<file path="src/core/glp_pkg.sv">
// Package of constants and types for the pin function configuration block.
`default_nettype none

package glp_pkg;

  localparam int NUM_PINS = 3;

  // Register byte addresses on the bus.
  localparam logic [31:0] ADDR_CFG = 32'h0000_0088;
  localparam logic [31:0] ADDR_IRQ_STATUS = 32'h0000_0080;
  localparam logic [31:0] ADDR_IRQ_ENABLE = 32'h0000_0084;
  localparam logic [7:0] ADDR_DECODE_MASK = 8'hFC;

  // Writable bits of the configuration register; everything else is reserved.
  localparam logic [31:0] CFG_WMASK = 32'h7777_071F;
  localparam logic [31:0] CFG_RESET = 32'h0000_0000;

  // Interrupt status and enable share this layout.
  localparam int IRQ_PIN_LSB = 0;
  localparam int IRQ_BAD_ROUTE = 3;
  localparam int IRQ_ROUTE_BUSY = 4;
  localparam logic [31:0] IRQ_WMASK = 32'h0000_001F;
  localparam logic [31:0] IRQ_RESET = 32'h0000_0000;

  // Input qualification time for pin interrupts.
  localparam int CLK_PERIOD_NS = 20;
  localparam int FILTER_NS = 40;
  localparam int FILTER_CYCLES_INT = (FILTER_NS + CLK_PERIOD_NS - 1) / CLK_PERIOD_NS;
  localparam logic [1:0] FILTER_CYCLES = 2'(FILTER_CYCLES_INT < 1 ? 1 : FILTER_CYCLES_INT);

  localparam logic [1:0] HTRANS_NONSEQ = 2'h2;
  localparam logic HRESP_OKAY = 1'b0;

  typedef enum logic [2:0] {
    ROUTE_ROM = 3'h0,
    ROUTE_GPO = 3'h1,
    ROUTE_RSV_A = 3'h2,
    ROUTE_GPO_RXDV = 3'h3,
    ROUTE_RSV_B = 3'h4,
    ROUTE_TXEN_GPO = 3'h5,
    ROUTE_TXEN_RXDV = 3'h6,
    ROUTE_MII_CLK = 3'h7
  } glp_route_t;

  typedef struct packed {
    logic rsv31;
    logic [2:0] indicator_select;
    logic rsv27;
    logic [2:0] pin_irq_level_select;
    logic rsv23;
    logic [2:0] serial_rom_pin_function;
    logic rsv19;
    logic [2:0] pin_push_pull_select;
    logic [4:0] rsv15_11;
    logic [2:0] pin_direction;
    logic [2:0] rsv7_5;
    logic [1:0] output_only_value;
    logic [2:0] pin_value;
  } glp_cfg_t;

  typedef struct packed {
    logic valid;
    logic write;
    logic [7:0] addr;
    logic [3:0] lanes;
  } glp_aphase_t;

  typedef struct packed {
    logic out;
    logic oe;
  } glp_drive_t;

endpackage

`default_nettype wire

</file>
<file path="src/core/glp_level_filter.sv">
// Level qualifier that reports a pin level only after it has held for the filter time.
`default_nettype none

module glp_level_filter (
  input wire logic clk,
  input wire logic resetn,
  input wire logic level,
  input wire logic active_high,
  input wire logic armed,
  output logic match
);
  import glp_pkg::*;

  logic [1:0] held;

  // A glitch shorter than the filter time restarts the count, so it never qualifies.
  always_ff @(posedge clk) begin
    if (!resetn) begin
      held <= 2'h0;
    end else if (!armed || (level != active_high)) begin
      held <= 2'h0;
    end else if (held != FILTER_CYCLES) begin
      held <= held + 2'h1;
    end
  end

  assign match = (held == FILTER_CYCLES);

endmodule

`default_nettype wire

</file>
<file path="src/core/glp_pin_config.sv">
// Pin function configuration block with AHB-Lite register access and pin routing.
`default_nettype none

module glp_pin_config (
  input wire logic CLK,
  input wire logic RESETN,
  // AHB-Lite slave.
  input wire logic HSEL,
  input wire logic [31:0] HADDR,
  input wire logic [1:0] HTRANS,
  input wire logic HWRITE,
  input wire logic [2:0] HSIZE,
  input wire logic [31:0] HWDATA,
  input wire logic HREADY,
  output logic [31:0] HRDATA,
  output logic HREADYOUT,
  output logic HRESP,
  // General pins shared with indicators.
  input wire logic [glp_pkg::NUM_PINS-1:0] GPIO_IN,
  output logic [glp_pkg::NUM_PINS-1:0] GPIO_OUT,
  output logic [glp_pkg::NUM_PINS-1:0] GPIO_OE,
  input wire logic [glp_pkg::NUM_PINS-1:0] LED_IND,
  // Serial ROM data and clock pins.
  input wire logic ROM_DATA_IN,
  output logic ROM_DATA_OUT,
  output logic ROM_DATA_OE,
  input wire logic ROM_CLK_IN,
  output logic ROM_CLK_OUT,
  output logic ROM_CLK_OE,
  // Serial ROM controller side.
  input wire logic SROM_DO,
  input wire logic SROM_DOE,
  input wire logic SROM_CLK,
  input wire logic SROM_BUSY,
  output logic SROM_DI,
  // MII signals that may borrow the ROM pins.
  input wire logic MII_TX_EN,
  output logic MII_TX_CLK,
  output logic MII_RX_DV,
  output logic MII_RX_CLK,
  // Interrupt.
  output logic IRQ
);
  import glp_pkg::*;

  // Byte lanes touched by a transfer of the given size at the given address.
  function automatic logic [3:0] lane_mask(input logic [2:0] size, input logic [1:0] low);
    logic [3:0] m;
    m = 4'h0;
    unique case (size)
      3'h0: m = 4'h1 << low;
      3'h1: m = low[1] ? 4'hC : 4'h3;
      default: m = 4'hF;
    endcase
    return m;
  endfunction

  // Expand lane enables into a bit mask.
  function automatic logic [31:0] lane_bits(input logic [3:0] lanes);
    logic [31:0] b;
    b = 32'h0000_0000;
    for (int i = 0; i < 4; i++) begin
      b[i*8 +: 8] = {8{lanes[i]}};
    end
    return b;
  endfunction

  // Push-pull drives both levels; open-drain only pulls low and floats for a one.
  function automatic glp_drive_t pin_drive(input logic value, input logic push_pull);
    glp_drive_t d;
    d.out = push_pull ? value : 1'b0;
    d.oe = push_pull ? 1'b1 : ~value;
    return d;
  endfunction

  // Reserved settings leave both ROM pins floating rather than guessing a route.
  function automatic logic route_legal(input logic [2:0] code);
    return (code != ROUTE_RSV_A) && (code != ROUTE_RSV_B);
  endfunction

  glp_aphase_t aphase;
  glp_aphase_t next_aphase;
  glp_cfg_t cfg;
  glp_cfg_t next_cfg;
  logic [31:0] irq_status;
  logic [31:0] next_irq_status;
  logic [31:0] irq_enable;
  logic [31:0] next_irq_enable;
  logic [31:0] next_rdata;
  logic [31:0] wr_bits;
  logic [31:0] cfg_wdata;
  logic [31:0] irq_set;
  logic [NUM_PINS-1:0] pin_match;
  logic wr_cfg;
  logic wr_status;
  logic wr_enable;
  logic route_write;
  glp_route_t route;

  //--------------------------------------------------------------------------
  // Bus slave. Every transfer completes with no wait state and an OKAY answer.
  //--------------------------------------------------------------------------

  assign HREADYOUT = 1'b1;
  assign HRESP = HRESP_OKAY;

  always_comb begin
    next_aphase = '0;
    if (HSEL && HREADY && (HTRANS == HTRANS_NONSEQ || HTRANS == 2'h3)) begin
      next_aphase.valid = 1'b1;
      next_aphase.write = HWRITE;
      // An address above the register page decodes to an unused offset here, so the data phase never looks at HADDR.
      next_aphase.addr = (HADDR[31:8] == 24'h00_0000) ? (HADDR[7:0] & ADDR_DECODE_MASK) : 8'h00;
      next_aphase.lanes = lane_mask(HSIZE, HADDR[1:0]);
    end
  end

  always_ff @(posedge CLK) begin
    if (!RESETN) begin
      aphase <= '0;
    end else begin
      aphase <= next_aphase;
    end
  end

  // Writes land in the data phase, when the write data is on the bus.
  assign wr_bits = lane_bits(aphase.lanes);
  assign wr_cfg = aphase.valid && aphase.write && (aphase.addr == ADDR_CFG[7:0]);
  assign wr_status = aphase.valid && aphase.write && (aphase.addr == ADDR_IRQ_STATUS[7:0]);
  assign wr_enable = aphase.valid && aphase.write && (aphase.addr == ADDR_IRQ_ENABLE[7:0]);

  //--------------------------------------------------------------------------
  // Configuration register.
  //--------------------------------------------------------------------------

  assign cfg_wdata = (cfg & ~(wr_bits & CFG_WMASK)) | (HWDATA & wr_bits & CFG_WMASK);

  always_comb begin
    next_cfg = cfg;
    if (wr_cfg) begin
      next_cfg = glp_cfg_t'(cfg_wdata);
    end
  end

  always_ff @(posedge CLK) begin
    if (!RESETN) begin
      cfg <= glp_cfg_t'(CFG_RESET);
    end else begin
      cfg <= next_cfg;
    end
  end

  assign route = glp_route_t'(cfg.serial_rom_pin_function);

  // A change of the ROM pin field is flagged when it is illegal or badly timed.
  assign route_write = wr_cfg && (next_cfg.serial_rom_pin_function != cfg.serial_rom_pin_function);

  //--------------------------------------------------------------------------
  // Pin interrupt qualification.
  //--------------------------------------------------------------------------

  generate
    for (genvar i = 0; i < NUM_PINS; i++) begin : g_filter
      glp_level_filter u_filter (
        .clk(CLK),
        .resetn(RESETN),
        .level(GPIO_IN[i]),
        .active_high(cfg.pin_irq_level_select[i]),
        .armed(~cfg.indicator_select[i]),
        .match(pin_match[i])
      );
    end
  endgenerate

  //--------------------------------------------------------------------------
  // Interrupt status and enable.
  //--------------------------------------------------------------------------

  always_comb begin
    irq_set = 32'h0000_0000;
    irq_set[IRQ_PIN_LSB +: NUM_PINS] = pin_match;
    irq_set[IRQ_BAD_ROUTE] = route_write && !route_legal(next_cfg.serial_rom_pin_function);
    irq_set[IRQ_ROUTE_BUSY] = route_write && SROM_BUSY;
  end

  // A bit raised in the same cycle as its clear stays set.
  always_comb begin
    next_irq_status = irq_status;
    if (wr_status) begin
      next_irq_status = irq_status & ~(HWDATA & wr_bits & IRQ_WMASK);
    end
    next_irq_status = next_irq_status | irq_set;
  end

  always_comb begin
    next_irq_enable = irq_enable;
    if (wr_enable) begin
      next_irq_enable = (irq_enable & ~(wr_bits & IRQ_WMASK)) | (HWDATA & wr_bits & IRQ_WMASK);
    end
  end

  always_ff @(posedge CLK) begin
    if (!RESETN) begin
      irq_status <= IRQ_RESET;
    end else begin
      irq_status <= next_irq_status;
    end
  end

  always_ff @(posedge CLK) begin
    if (!RESETN) begin
      irq_enable <= IRQ_RESET;
    end else begin
      irq_enable <= next_irq_enable;
    end
  end

  always_ff @(posedge CLK) begin
    if (!RESETN) begin
      IRQ <= 1'b0;
    end else begin
      IRQ <= |(next_irq_status & next_irq_enable);
    end
  end

  //--------------------------------------------------------------------------
  // Read path. Data is captured in the address phase from the next-state
  // values, so a read right behind a write sees the written value.
  //--------------------------------------------------------------------------

  always_comb begin
    glp_cfg_t view;
    view = glp_cfg_t'(32'(next_cfg) & CFG_WMASK);
    view.pin_value = GPIO_IN;
    next_rdata = 32'h0000_0000;
    if (next_aphase.valid && !next_aphase.write && (HADDR[31:8] == 24'h00_0000)) begin
      unique case (next_aphase.addr)
        ADDR_CFG[7:0]: next_rdata = view;
        ADDR_IRQ_STATUS[7:0]: next_rdata = next_irq_status & IRQ_WMASK;
        ADDR_IRQ_ENABLE[7:0]: next_rdata = next_irq_enable & IRQ_WMASK;
        default: next_rdata = 32'h0000_0000;
      endcase
    end
  end

  always_ff @(posedge CLK) begin
    if (!RESETN) begin
      HRDATA <= 32'h0000_0000;
    end else begin
      HRDATA <= next_rdata;
    end
  end

  //--------------------------------------------------------------------------
  // General pins. Drive values are registered so a pin never glitches while
  // the configuration and the indicator source settle.
  //--------------------------------------------------------------------------

  generate
    for (genvar i = 0; i < NUM_PINS; i++) begin : g_pin
      glp_drive_t next_drive;

      always_comb begin
        if (cfg.indicator_select[i]) begin
          next_drive = pin_drive(LED_IND[i], cfg.pin_push_pull_select[i]);
        end else if (cfg.pin_direction[i]) begin
          next_drive = pin_drive(cfg.pin_value[i], cfg.pin_push_pull_select[i]);
        end else begin
          next_drive = '0;
        end
      end

      always_ff @(posedge CLK) begin
        if (!RESETN) begin
          GPIO_OUT[i] <= 1'b0;
          GPIO_OE[i] <= 1'b0;
        end else begin
          GPIO_OUT[i] <= next_drive.out;
          GPIO_OE[i] <= next_drive.oe;
        end
      end
    end
  endgenerate

  //--------------------------------------------------------------------------
  // Serial ROM pin routing. Borrowed MII and ROM signals pass straight
  // through; adding a flop would skew them against their own clocks.
  //--------------------------------------------------------------------------

  always_comb begin
    ROM_DATA_OUT = 1'b0;
    ROM_DATA_OE = 1'b0;
    SROM_DI = 1'b0;
    MII_TX_CLK = 1'b0;
    unique case (route)
      ROUTE_ROM: begin
        ROM_DATA_OUT = SROM_DO;
        ROM_DATA_OE = SROM_DOE;
        SROM_DI = ROM_DATA_IN;
      end
      ROUTE_GPO, ROUTE_GPO_RXDV: begin
        ROM_DATA_OUT = cfg.output_only_value[0];
        ROM_DATA_OE = 1'b1;
      end
      ROUTE_TXEN_GPO, ROUTE_TXEN_RXDV: begin
        ROM_DATA_OUT = MII_TX_EN;
        ROM_DATA_OE = 1'b1;
      end
      ROUTE_MII_CLK: begin
        MII_TX_CLK = ROM_DATA_IN;
      end
      ROUTE_RSV_A, ROUTE_RSV_B: begin
        ROM_DATA_OE = 1'b0;
      end
    endcase
  end

  always_comb begin
    ROM_CLK_OUT = 1'b0;
    ROM_CLK_OE = 1'b0;
    MII_RX_DV = 1'b0;
    MII_RX_CLK = 1'b0;
    unique case (route)
      ROUTE_ROM: begin
        ROM_CLK_OUT = SROM_CLK;
        ROM_CLK_OE = 1'b1;
      end
      ROUTE_GPO, ROUTE_TXEN_GPO: begin
        ROM_CLK_OUT = cfg.output_only_value[1];
        ROM_CLK_OE = 1'b1;
      end
      ROUTE_GPO_RXDV, ROUTE_TXEN_RXDV: begin
        MII_RX_DV = ROM_CLK_IN;
      end
      ROUTE_MII_CLK: begin
        MII_RX_CLK = ROM_CLK_IN;
      end
      ROUTE_RSV_A, ROUTE_RSV_B: begin
        ROM_CLK_OE = 1'b0;
      end
    endcase
  end

endmodule

`default_nettype wire

</file>
<file path="config.mk">
export PLATFORM = sky130hd
export DESIGN_NAME = glp_pin_config
export DESIGN_NICKNAME = d
export VERILOG_FILES = /design/src/core/glp_pkg.sv /design/src/core/glp_level_filter.sv /design/src/core/glp_pin_config.sv
export SDC_FILE = /design/constraint.sdc
export NUM_CORES = 1
export LEC_CHECK = 0
export ABC_AREA = 0
export ABC_CLOCK_PERIOD_IN_PS = 6300
export BUFFER_PORTS_ARGS = -buffer_cell sky130_fd_sc_hd__buf_2
export CORE_MARGIN = 2
export CORE_UTILIZATION = 51
export DETAILED_ROUTE_END_ITERATION = 10
export GPL_TIMING_DRIVEN = 1
export HOLD_SLACK_MARGIN = 0.15
export PLACE_DENSITY = 0.84
export SLEW_MARGIN = 5
export SYNTH_ARGS = -nofsm -noshare
export SYNTH_HDL_FRONTEND = slang
export SYNTH_SLANG_ARGS = --single-unit
</file>
<file path="constraint.sdc">
create_clock -name CLK -period 6.3 [get_ports CLK]
set_clock_uncertainty 0.15 [all_clocks]
set_input_delay 1.26 -clock CLK [delete_from_list [all_inputs] [get_ports CLK]]
set_output_delay 1.26 -clock CLK [all_outputs]
set_load 0.02 [all_outputs]
</file>
==> impl_metrics.ini <==
[status]
outcome = finished, final reports clean

[final_layout]
fin_area_mm2 = 0.00403
area_growth_pct = 23.3
drive_gt1_frac = 0.291
final_nets = 545
diodes = 0
fill_cells = 519

[run]
cap_viol_max_count = 0

[detailed_routing]
vias = 2859
post_drt_wl_per_cell_um = 14.0
drc = 0
via_per_inst = 5.32
drt_iter0_markers = 161
ant_nets = 0
wirelength_um = 7510
firstDrtPassIters = 4

[synth]
syn_avg_cell_area_um2 = 9.27
synth.area.top_cells = dfxtp_1 46%, mux2i_1 6.4%, nor2b_1 5.4%, nor2_1 4.0%, buf_4 3.2%
async_flop_share = 0
ys.flop_type = dfxtp_1
yosysUniqueCellTypes = 60
seq_area_frac_synth = 0.460
yosysTopAreaCell = dfxtp_1
synth_compound_area_frac = 0.105
synthSimpleGateAreaFrac = 0.255
synth_top_family_by_area = simple AND/OR/NAND/NOR gates
ys_seq_elements = 75
synth_mux_area_frac = 0.0644
synth-xor-area-share = 0.0322
syn-instance-count = 352
synth-adder-area-share = 0.0115
netlist_area_mm2 = 0.00326
synth_edf_count = 0
yosysTopAreaCellShare = 0.460
yosys_warnings = 0

[power]
p_per_area_mw_per_mm2 = 250
p_leak_uw = 0.00177
ir_drop_v = 0.000159
fin_total_pwr_uw = 1010

[placed_design]
post-dp-hpwl_um = 5410
gp_congestion = 0.863
place_area_mm2 = 0.00378
port_buffers = 108

[setup_path]
reg2reg_depth = 5
crit_type = in -> reg
setup.worst_path.end_class = register
crit_fanout = 41
critPathArrivalTime_ns = 3.49
required_ns = 6.44
worstSetupStartpointType = input pin

[clocking]
cts-buffers-inserted = 9
clk_pin_slew_ns = 0.08
clk_latency_ns = 0.36
postCtsSetupBuffers = 0
clockBufferDepth = 2
cts_tree = yes
clock_sinks = 75
cts_root_buf = clkbuf_8
cts_hold_buf = 0
cts-htree-levels = 3
cts_resized = 0

[sta]
fmax_mhz = 299
slew_headroom = 0.528
rsz0062_at_grt = no
setup_viol = 0
tightest_slew_ns = 0.706
hold_viol_final = 0
setup_tns_ns = 0
finalMaxSlewViolations = 0
period_minus_slack_ns = 3.35
final.period_utilization = 0.531

[grt]
first_global_vias = 2717
gr-usage-all-layers = 0.219
antenna_found_initial = 0
grt_overflow_total = 0
grt_pass1_wl_um = 12300
grt_max_degree = 42

[die]
dieArea_mm2 = 0.00706
core_area_mm2 = 0.00628
die_h_um = 84.0
num_rows = 29
die_w_um = 84.0
ios = 136
start_util = 0.520

[min_path]
hp-class = reg -> reg
hold_depth = 2
## area by class of cell
| cell class | count | area [um2] | share of cell area |
|---|---|---|---|
| Inverter | 14 | 52.6 | 0.0131 |
| Multi-Input combinational cell | 246 | 1580 | 0.392 |
| Tap cell | 77 | 96.3 | 0.0239 |
| Sequential cell | 75 | 1500 | 0.373 |
| Timing Repair Buffer | 109 | 548 | 0.136 |
| Clock buffer | 11 | 141 | 0.0351 |
| Clock inverter | 5 | 108 | 0.0267 |
## synthesized netlist by cell type (2+ instances only)
master,instances
nor3_1,4
nand3_1,6
dfxtp_1,75
a21boi_0,5
a31oi_1,2
o21bai_1,2
nand3b_1,6
conb_1,2
a21oi_1,20
a22oi_1,2
nand4_1,6
nor4b_1,2
nor3b_1,2
nor2_1,35
and3_1,4
nand2b_1,3
ha_1,3
nor2b_1,28
mux2i_1,21
xor2_1,5
o21ai_0,7
a221oi_1,2
or3_1,6
clkbuf_1,11
buf_6,2
nor4_1,7
buf_4,14
nand2_1,15
and2_1,5
inv_1,14
xnor2_1,7
## layer usage
layer | wire length, um | GRT usage | vias up
met5 | 0 | 0 | -
met4 | 109 | 0.0777 | 0
met3 | 568 | 0.0593 | 12
met2 | 3670 | 0.374 | 123
met1 | 3170 | 0.266 | 1319
li1 | - | - | 1405
## where the power goes
part / total, uW / switching (uW) / internal (uW)
sequential: 480 / 2.21 / 477
combinational: 67.6 / 37.5 / 30.1
clock: 460 / 183 / 277
total: 1010 / 222 / 785
## state kept, by name (all words and copies together), names as in the netlist, named ones only
| signal | count |
|---|---|
| HRDATA | 20 |
| route | 3 |
| irq_enable | 5 |
| IRQ | 1 |
| cfg | 14 |
| irq_status | 5 |
| GPIO_OUT | 3 |
| GPIO_OE | 3 |
| g_filter.u_filter.held | 6 |
| aphase | 12 |
## metrics by stage
step,instances,worst slack [ns],util,hold slack (ns)
3_3_place_gp,521,2.62,0.602,0.296
3_5_place_dp,521,2.58,0.602,0.307
2_1_floorplan,364,2.88,-,0.277
4_1_cts,537,2.95,0.641,0.322
6_report,537,2.95,0.641,0.320
5_1_grt,537,2.75,0.641,0.343
## critical path, cell delays in order
cell and delay (ns):
buf_2 0.49, nand4_2 0.31, or4b_4 0.64, or3_1 0.58
nor2_1 0.19
## path summary, 6_finish.rpt
| check | end | startpoint | slack (ns) |
|---|---|---|---|
| max | HRDATA[9]$_SDFF_PN0_ | RESETN | 2.95 |
| min | GPIO_OUT[0]$_SDFF_PN0_ | cfg[16]$_SDFF_PN0_ | 0.32 |
| max reg2reg | IRQ$_SDFF_PN0_ | aphase[11]$_SDFF_PN0_ | 3.64 |
| min reg2reg | GPIO_OUT[0]$_SDFF_PN0_ | cfg[16]$_SDFF_PN0_ | 0.32 |
## cell families after synthesis
group / count (synthesis)
and+or+nand+nor: 144
DFF: 75
muxes: 21
other: 2
adders and majority gates: 3
xor gates and xnor gates: 12
AOI/OAI and AO/OA: 52
buffers and inverters: 43
## layout by cell type (no fill, tap or decap), types with 2 or more instances in the layout
cell type and instances:
mux2i_1 21, a31oi_1 2, a221oi_1 2, inv_6 2
nand2_1 15, nand2b_1 3, and2_1 5, nor4_1 7
ha_1 3, nand3_1 6, nor3b_1 2, nor3_1 4
and3_1 4, dfxtp_1 75, inv_1 14, clkbuf_8 10
o21ai_0 7, a21oi_1 20, xor2_1 5, xnor2_1 7
nor4b_1 2, conb_1 14, nor2b_1 28, nor2_1 35
a22oi_1 2, nand4_1 6, nand3b_1 6, or3_1 6
bufinv_16 3, a21boi_0 5, o21bai_1 2, buf_2 108
Note: power is estimated with default switching activity, not from simulation.
